**config.mk**
```make
export PLATFORM = sky130hd
export DESIGN_NAME = plts_latch
export DESIGN_NICKNAME = d
export VERILOG_FILES = /design/src/plts_pkg.sv /design/src/plts_capture_ch.sv /design/src/plts_latch.sv
export SDC_FILE = /design/constraint.sdc
export NUM_CORES = 1
export LEC_CHECK = 0
export BUFFER_PORTS_ARGS = -buffer_cell sky130_fd_sc_hd__buf_2
export CAP_MARGIN = 20
export CORE_ASPECT_RATIO = 0.7
export CORE_MARGIN = 4
export CORE_UTILIZATION = 48
export CTS_CLUSTER_SIZE = 12
export DETAILED_ROUTE_END_ITERATION = 12
export PLACE_DENSITY = 0.83
export SLEW_MARGIN = 15
export SYNTH_ARGS = -nofsm -noshare
export SYNTH_HDL_FRONTEND = slang
export SYNTH_SLANG_ARGS = --single-unit
```
**constraint.sdc**
```tcl
create_clock -name clk -period 2.6 [get_ports clk]
set_input_delay 0.13 -clock clk [delete_from_list [all_inputs] [get_ports clk]]
set_output_delay 0.13 -clock clk [all_outputs]
set_load 0.1 [all_outputs]
```
**src/plts_pkg.sv**
```systemverilog
// Package for the two-channel position latch: command codes, error codes,
// selector encodings, status bit positions and the frame carrier structs.
// Assumes command frames are already parsed into fields by the frame logic.
package plts_pkg;

  localparam logic [3:0] PLTS_TYPE_LATCH_HI = 4'h5;
  localparam int PLTS_ENA_A_BIT = 0;
  localparam int PLTS_ENA_B_BIT = 1;
  localparam int PLTS_DIS_A_BIT = 2;
  localparam int PLTS_DIS_B_BIT = 3;
  localparam logic [7:0] PLTS_TYPE_MONITOR_ONLY = 8'h50;

  localparam logic [15:0] PLTS_ERR_NONE = 16'h0000;
  localparam logic [15:0] PLTS_ERR_RESERVED = 16'h0032;
  localparam logic [15:0] PLTS_ERR_ABS_SCALE = 16'h005a;

  localparam logic [3:0] PLTS_SEL_ZPULSE = 4'h0;
  localparam logic [3:0] PLTS_SEL_RISE_A = 4'h1;
  localparam logic [3:0] PLTS_SEL_RISE_C = 4'h3;
  localparam logic [3:0] PLTS_SEL_FALL_A = 4'h9;
  localparam logic [3:0] PLTS_SEL_FALL_C = 4'hb;

  localparam logic [7:0] PLTS_MON_POS_A = 8'h09;
  localparam logic [7:0] PLTS_MON_POS_B = 8'h0a;
  localparam logic [31:0] PLTS_MON_NONE = 32'h0000_0000;

  localparam int PLTS_ST_DONE_A = 0;
  localparam int PLTS_ST_DONE_B = 1;
  localparam int PLTS_ST_BUSY = 4;
  localparam int PLTS_ST_WARN = 6;
  localparam int PLTS_ST_ERR = 7;

  // One received command frame, already split into fields
  typedef struct packed {
    logic isLatch;
    logic isMonitor;
    logic isPosInit;
    logic [7:0] typeCode;
    logic [7:0] trigSel;
    logic [7:0] monitorSel;
  } plts_cmd_t;

  // Response fields owned by this block
  typedef struct packed {
    logic [15:0] cmdError;
    logic [7:0] typeCodeEcho;
    logic [7:0] status;
    logic [7:0] trigSelEcho;
    logic [7:0] monitorSelEcho;
    logic [31:0] monitorData;
  } plts_rsp_t;

  // Qualified trigger events, one cycle each
  typedef struct packed {
    logic zEdge;
    logic [2:0] rise;
    logic [2:0] fall;
  } plts_trig_t;

  function automatic logic plts_sel_reserved(input logic [3:0] sel);
    return !(sel == PLTS_SEL_ZPULSE
             || (sel >= PLTS_SEL_RISE_A && sel <= PLTS_SEL_RISE_C)
             || (sel >= PLTS_SEL_FALL_A && sel <= PLTS_SEL_FALL_C));
  endfunction

endpackage

```
**src/plts_capture_ch.sv**
```systemverilog
// One latch channel: arm/cancel state, trigger selection and capture.
// Assumes trigger events are synchronised single-cycle pulses on clk.
`timescale 1ns/1ps
module plts_capture_ch (
  // Clock and reset
  input wire logic clk,
  input wire logic reset_n,
  input wire logic ce,
  // Control
  input wire logic arm,
  input wire logic cancel,
  input wire logic [3:0] trigSel,
  input wire plts_pkg::plts_trig_t trig,
  input wire logic [31:0] actualPos,
  // State
  output logic armed,
  output logic done,
  output logic [31:0] capPos
);
  import plts_pkg::*;

  logic armed_r, armed_nxt;
  logic done_r, done_nxt;
  logic [3:0] sel_r, sel_nxt;
  logic [31:0] pos_r, pos_nxt;
  logic hit;

  always_comb begin
    hit = 1'b0;
    if (sel_r == PLTS_SEL_ZPULSE) begin
      hit = trig.zEdge;
    end else if (sel_r >= PLTS_SEL_RISE_A && sel_r <= PLTS_SEL_RISE_C) begin
      hit = trig.rise[2'(sel_r - PLTS_SEL_RISE_A)];
    end else if (sel_r >= PLTS_SEL_FALL_A && sel_r <= PLTS_SEL_FALL_C) begin
      hit = trig.fall[2'(sel_r - PLTS_SEL_FALL_A)];
    end
    hit = hit && armed_r;
  end

  always_comb begin
    armed_nxt = armed_r;
    done_nxt = done_r;
    sel_nxt = sel_r;
    pos_nxt = pos_r;
    if (hit) begin
      armed_nxt = 1'b0;
      pos_nxt = actualPos;
    end
    if (arm) begin
      armed_nxt = 1'b1;
      sel_nxt = trigSel;
    end
    // Cancel beats a start in the same frame
    if (cancel) begin
      armed_nxt = 1'b0;
    end
    // Capture flag set wins over the clear from a restart
    done_nxt = hit ? 1'b1 : (arm ? 1'b0 : done_r);
  end

  always_ff @(posedge clk) begin
    if (!reset_n) begin
      armed_r <= 1'b0;
      done_r <= 1'b0;
      sel_r <= PLTS_SEL_ZPULSE;
      pos_r <= PLTS_MON_NONE;
    end else if (ce) begin
      armed_r <= armed_nxt;
      done_r <= done_nxt;
      sel_r <= sel_nxt;
      pos_r <= pos_nxt;
    end
  end

  assign armed = armed_r;
  assign done = done_r;
  assign capPos = pos_r;
endmodule

```
**src/plts_latch.sv**
```systemverilog
// Two-channel position latch behind the cyclic command/response frames.
// Assumes a frame parser presents each command for one cycle on cmdValid;
// trigger and index pins are asynchronous and are synchronised here.
`timescale 1ns/1ps
// Summary of operation
// - Selector 0 latches on the index pulse, taken from the scale when full-closed is active.
// - Selector 0 with a serial absolute scale fitted is rejected with error 005Ah.
// - Selectors 1, 2, 3 capture on the rising edge of trigger input a, b, c.
// - Selectors 9, 10, 11 capture on the falling edge of trigger input a, b, c.
// - Selectors 4 to 8 and 12 to 15 are rejected with error 0032h.
// - Response byte 9 carries channel a's done flag in bit 0 and channel b's in bit 1.
// - Type code 50h reports the done flags and leaves every latch state untouched.
// - The monitor selector in byte 11 picks what the four-byte monitor data returns.
// - Monitor selector 09h returns the position captured by channel a.
// - Monitor selector 0Ah returns the position captured by channel b.
// - Latch type code bits start a, start b, cancel a, cancel b; combined codes act on both.
// - The busy flag stays 0 while latching so other commands may run.
// - A command that initialises position information cancels any armed latch.
module plts_latch (
  // Clock and reset
  input wire logic clk,
  input wire logic reset_n,
  input wire logic ce,
  // Command frame
  input wire logic cmdValid,
  input wire plts_pkg::plts_cmd_t cmd,
  // Response frame
  output logic rspValid,
  output plts_pkg::plts_rsp_t rsp,
  // Trigger and index pins
  input wire logic ext_trigger_a,
  input wire logic ext_trigger_b,
  input wire logic ext_trigger_c,
  input wire logic encoderIndex,
  input wire logic scaleIndex,
  // Drive state
  input wire logic fullClosed,
  input wire logic serialAbsScale,
  input wire logic warning_flag,
  input wire logic [31:0] actualPos,
  // Latch state
  output logic armedA,
  output logic armedB,
  output logic capture_done_ch_a,
  output logic capture_done_ch_b
);
  import plts_pkg::*;

  localparam int NPIN = 5;

  logic [NPIN-1:0] pinMeta_r, pinMeta_nxt;
  logic [NPIN-1:0] pinSync_r, pinSync_nxt;
  logic [NPIN-1:0] pinPrev_r, pinPrev_nxt;
  logic [NPIN-1:0] pinRise, pinFall;
  plts_trig_t trig;

  // Two stages before any logic looks at the pins
  always_comb begin
    pinMeta_nxt = {scaleIndex, encoderIndex, ext_trigger_c, ext_trigger_b, ext_trigger_a};
    pinSync_nxt = pinMeta_r;
    pinPrev_nxt = pinSync_r;
  end

  always_ff @(posedge clk) begin
    if (!reset_n) begin
      pinMeta_r <= '0;
      pinSync_r <= '0;
      pinPrev_r <= '0;
    end else if (ce) begin
      pinMeta_r <= pinMeta_nxt;
      pinSync_r <= pinSync_nxt;
      pinPrev_r <= pinPrev_nxt;
    end
  end

  always_comb begin
    pinRise = pinSync_r & ~pinPrev_r;
    pinFall = ~pinSync_r & pinPrev_r;
    trig.rise = pinRise[2:0];
    trig.fall = pinFall[2:0];
    trig.zEdge = fullClosed ? pinRise[4] : pinRise[3];
  end

  // Command decode
  logic latchCmd;
  logic [3:0] selA, selB;
  logic startA, startB, stopA, stopB;
  logic [15:0] errCode;

  always_comb begin
    latchCmd = cmdValid && cmd.isLatch && cmd.typeCode[7:4] == PLTS_TYPE_LATCH_HI;
    selA = cmd.trigSel[3:0];
    selB = cmd.trigSel[7:4];
    errCode = PLTS_ERR_NONE;
    if (latchCmd) begin
      if ((cmd.typeCode[PLTS_ENA_A_BIT] && plts_sel_reserved(selA))
          || (cmd.typeCode[PLTS_ENA_B_BIT] && plts_sel_reserved(selB))) begin
        errCode = PLTS_ERR_RESERVED;
      // No index pulse on serial scale
      end else if (serialAbsScale
                   && ((cmd.typeCode[PLTS_ENA_A_BIT] && selA == PLTS_SEL_ZPULSE)
                       || (cmd.typeCode[PLTS_ENA_B_BIT] && selB == PLTS_SEL_ZPULSE))) begin
        errCode = PLTS_ERR_ABS_SCALE;
      end
    end
    startA = latchCmd && errCode == PLTS_ERR_NONE && cmd.typeCode[PLTS_ENA_A_BIT];
    startB = latchCmd && errCode == PLTS_ERR_NONE && cmd.typeCode[PLTS_ENA_B_BIT];
    stopA = latchCmd && errCode == PLTS_ERR_NONE && cmd.typeCode[PLTS_DIS_A_BIT];
    stopB = latchCmd && errCode == PLTS_ERR_NONE && cmd.typeCode[PLTS_DIS_B_BIT];
    if (cmdValid && cmd.isPosInit) begin
      stopA = 1'b1;
      stopB = 1'b1;
    end
  end

  logic [31:0] capPosA, capPosB;

  plts_capture_ch chanA (
    .clk(clk),
    .reset_n(reset_n),
    .ce(ce),
    .arm(startA),
    .cancel(stopA),
    .trigSel(selA),
    .trig(trig),
    .actualPos(actualPos),
    .armed(armedA),
    .done(capture_done_ch_a),
    .capPos(capPosA)
  );

  plts_capture_ch chanB (
    .clk(clk),
    .reset_n(reset_n),
    .ce(ce),
    .arm(startB),
    .cancel(stopB),
    .trigSel(selB),
    .trig(trig),
    .actualPos(actualPos),
    .armed(armedB),
    .done(capture_done_ch_b),
    .capPos(capPosB)
  );

  // Response frame
  logic rspValid_r, rspValid_nxt;
  plts_rsp_t rsp_r, rsp_nxt;

  always_comb begin
    rspValid_nxt = cmdValid;
    rsp_nxt = rsp_r;
    if (cmdValid) begin
      rsp_nxt.cmdError = errCode;
      rsp_nxt.typeCodeEcho = cmd.typeCode;
      rsp_nxt.status = '0;
      rsp_nxt.status[PLTS_ST_DONE_A] = capture_done_ch_a;
      rsp_nxt.status[PLTS_ST_DONE_B] = capture_done_ch_b;
      rsp_nxt.status[PLTS_ST_BUSY] = 1'b0;
      rsp_nxt.status[PLTS_ST_WARN] = warning_flag;
      rsp_nxt.status[PLTS_ST_ERR] = errCode != PLTS_ERR_NONE;
      rsp_nxt.trigSelEcho = cmd.trigSel;
      rsp_nxt.monitorSelEcho = cmd.monitorSel;
      if (cmd.isMonitor) begin
        case (cmd.monitorSel)
          PLTS_MON_POS_A: rsp_nxt.monitorData = capPosA;
          PLTS_MON_POS_B: rsp_nxt.monitorData = capPosB;
          default: rsp_nxt.monitorData = PLTS_MON_NONE;
        endcase
      end
    end
  end

  always_ff @(posedge clk) begin
    if (!reset_n) begin
      rspValid_r <= 1'b0;
      rsp_r <= '0;
    end else if (ce) begin
      rspValid_r <= rspValid_nxt;
      rsp_r <= rsp_nxt;
    end
  end

  assign rspValid = rspValid_r;
  assign rsp = rsp_r;
endmodule

```
==> flow_metrics.py <==
metrics = {
    "run_status": {
        "run_status": "completed",
    },
    "place": {
        "dp_hpwl_um": 10200,
        "port_buffers": 140,
        "gp_congestion": 0.857,
        "place_inst": 971,
        "pre_cts_slack_ns": 0.536,
    },
    "worst_hold_path": {
        "hold_end": "chanA.capPos[8]",
        "hold_start": "actualPos[8]",
        "min_path_cells": 3,
        "hold_class": "primary input to flip-flop",
    },
    "synthesis": {
        "synth_area_sq_mm": 0.00634,
        "post_synth.cell_area_avg_sq_um": 8.94,
        "yosysUniqueCellTypes": 47,
        "netlist_top_cells_area": "dfxtp_1 (49%), mux2i_1 (12%), nand2_1 (9.4%)",
        "yosysWarnings": 0,
        "yosys.area.top_type": "dfxtp_1",
        "ys_seq_elements": 155,
        "synth-seq-area-share_pct": 49.0,
        "netlist_instances": 709,
        "synth_top_area_share_pct": 49.0,
    },
    "final_layout": {
        "syn_to_final_growth_pct": 28.8,
        "drive_gt1_share_pct": 21.8,
        "antenna_cells": 0,
        "stdcell_count": 1044,
        "nets": 946,
    },
    "critical_path": {
        "cp-start-kind": "flip-flop",
        "r2r_cells": 7,
        "regToRegEndpoint": "chanB.capPos[18]",
        "crit_path_end_kind": "flip-flop",
        "worstPathArrival_ns": 2.46,
        "worstPathRequired_ns": 2.94,
        "r2r_slack_ns": 0.48,
        "crit_path_max_fanout": 33,
        "path_class": "flip-flop to flip-flop",
        "r2r_start": "chanB.sel_r[0]",
    },
    "detailed_routing": {
        "antenna_left": 0,
        "drcViolationCount": 0,
        "via_per_inst": 5.30,
        "dr.pass1.iters": 6,
        "routed-via-count": 5538,
        "routedWlPerCell_um": 15.5,
        "wl_um": 16200,
        "drtIter0Drc": 358,
    },
    "sta": {
        "setup_viol": 0,
        "max_slew.worst_pin.slew_ns": 0.611,
        "setup_slack_ns": 0.482,
        "finClkSkew_ns": 0.00978,
        "rsz0062_at_grt": "no",
        "finalHoldViolations": 0,
        "period_minus_slack_ns": 2.12,
        "fin_tns_setup_ns": 0,
        "max_slew_margin_pct": 59.3,
        "fmax_ghz": 0.472,
        "report.final.slew_viol_count": 0,
        "fin_crit_sh_pct": 81.5,
    },
    "global_route": {
        "grt_usage_pct": 20.8,
        "grt_pass1_vias": 5203,
        "grt_pass1_wl_um": 26200,
        "grt-ovfl-total": 0,
        "grt_max_degree": 64,
        "antenna_found_initial": 0,
    },
    "floorplanning": {
        "core_area_sq_mm": 0.0127,
        "start_util_pct": 50.0,
        "io_pins": 156,
        "fp.dieArea_sq_mm": 0.0151,
        "die_x_um": 145,
        "placementRows": 34,
        "die_height_um": 104,
    },
    "pwr": {
        "power.total_uw": 5980,
        "switchingPower_uw": 1620,
        "pwr-share-comb_pct": 13.2,
        "p_leak_uw": 0.00384,
        "p_int_uw": 4350,
        "seqPwrFrac_pct": 41.0,
        "swShare_pct": 27.2,
        "power_per_cell_area_mw_per_mm2": 732,
        "ir_drop_mv": 0.492,
        "pwr-share-clk_pct": 45.8,
    },
    "clock_network": {
        "cts_buffers": 17,
        "cts.sinks": 155,
        "path_clk_slew_ns": 0.06,
        "clockRootBuffer": "clkbuf_16",
        "post_cts_resized": 0,
        "clkLatencyLatePin_ns": 0.41,
        "cts_tree": "built",
        "ctsLongestPathBuffers": 2,
        "htree_levels": 4,
    },
    "flow_run": {
        "maxCapViolCount": 0,
    },
}
[registers in the layout, summed over array words and instances (netlist names), 4 cells and up]
name / flops
pinMeta_r: 5
chanB.capPos: 32
chanB.sel_r: 4
chanA.capPos: 32
rsp: 63
pinPrev_r: 5
chanA.sel_r: 4
pinPrev_nxt: 5
[cells by family (layout without fill, tap and decap cells)]
group	after synthesis	count (layout)	synth area share, %
AO/OA/AOI/OAI	105	105	11.5
adder cells (fa/ha/maj)	6	6	1.18
buffers and inverters	77	236	6.20
flip-flops	155	155	49.0
multiplexers	79	79	12.5
other	1	15	0.0592
AND/OR/NAND/NOR	286	286	19.7
[placed cells by master (no fill, tap or decap), types with 2 or more instances in the layout]
master,synthesis,layout
a21oi_1,42,42
a221oi_1,32,32
a31oi_1,2,2
and2_1,2,2
and3_1,3,3
buf_12,0,2
buf_2,11,139
buf_4,20,12
bufinv_16,0,5
clkbuf_1,33,2
clkbuf_16,0,17
clkinv_4,0,2
conb_1,1,15
dfxtp_1,155,155
dlygate4sd3_1,0,41
ha_1,6,6
inv_1,9,9
inv_8,0,2
mux2i_1,79,79
nand2_1,158,158
nand2b_1,2,2
nand3_1,6,6
nand3b_1,4,4
nor2_1,52,52
nor2b_1,8,8
nor3_1,35,35
nor3b_1,6,6
nor3b_4,0,2
nor4_1,3,3
o2111ai_1,2,2
o21ai_0,9,9
o21ai_1,3,3
o221ai_1,2,2
o22ai_1,2,2
[critical path, cell delays in order (launching register included)]
cell,delay (ns)
dfxtp_1,0.45
inv_1,0.10
ha_1,0.35
o2111ai_1,0.15
and4_1,0.25
a32oi_4,0.21
buf_12,0.28
mux2i_1,0.24
[through the flow]
stage / util (%) / cell area [sq um] / hold WS, ns
after floorplan: - / 6390 / 0.217
after global placement: 56.0 / 7100 / 0.354
after detailed placement: 56.0 / 7100 / 0.351
after CTS: 64.4 / 8160 / 0.00113
after global routing: 64.4 / 8160 / 0.0108
final: 64.4 / 8160 / 0.0169
[how the worst max path moves through the flow]
| stage | startpoint | to | depth (start not counted) |
|---|---|---|---|
| finish | chanB.sel_r[0] | chanB.capPos[18] | 7 |
| global route | chanB.sel_r[0] | chanB.capPos[18] | 8 |
| CTS | chanB.sel_r[0] | chanB.capPos[31] | 7 |
| detailed placement | chanB.sel_r[0] | chanB.capPos[31] | 7 |
| global placement | chanB.sel_r[0] | chanB.capPos[18] | 8 |
| floorplan | chanA.armed | chanA.capPos[10] | 5 |
[Yosys cell counts, drive strengths merged]
| cell | n |
|---|---|
| nand4 | 1 |
| a31oi | 3 |
| nand3b | 4 |
| a21o | 1 |
| nand3 | 6 |
| a221oi | 33 |
| buf | 34 |
| nor3b | 8 |
| conb | 1 |
| ha | 6 |
| nand2 | 159 |
| a32oi | 1 |
| o22ai | 2 |
| a222oi | 1 |
| a21oi | 42 |
| a221o | 1 |
| nand2b | 2 |
| a31o | 1 |
| inv | 10 |
| dfxtp | 155 |
| nor3 | 35 |
| o2111ai | 2 |
| mux2i | 79 |
| o221ai | 2 |
| nor4 | 3 |
| and4b | 1 |
| and2 | 2 |
| o21ai | 12 |
| o31ai | 1 |
| and3 | 3 |
| a21boi | 1 |
| clkbuf | 33 |
| a211oi | 1 |
| and4 | 1 |
| a22oi | 1 |
| nor2 | 52 |
| nor2b | 8 |
| nand4b | 1 |
[metal layers]
metal	share of wire, %	routed length [um]	track usage (%)
met5	0	0	0
met4	1.0	167	5.01
met3	6.1	983	5.05
met2	45	7300	32.3
met1	48	7730	29.1
[timing repair]
| action | CTS | global route |
|---|---|---|
| hold buffers | 41 | 0 |
| setup buffers | 0 | 0 |
| hold endpoints to repair | 54 | 0 |
[power groups by stage]
stage / clock, uW / combinational (uW) / sequential [uW]
detailed placement: 0 / 733 / 2510
global route: 2870 / 832 / 2460
CTS: 2770 / 783 / 2450
global placement: 0 / 730 / 2500
floorplan: 0 / 291 / 2810
finish: 2740 / 789 / 2450
[final cells by class]
cell class | count | area [sq um]
tap | 162 | 203
sequential | 155 | 3100
clock buffer | 20 | 447
clock inverter | 12 | 211
multi-input combinational | 491 | 2930
timing repair buffer | 194 | 1240
inverter | 10 | 37.5
fill | 1065 | 4510
No activity file was read; power rests on OpenSTA's default activity.
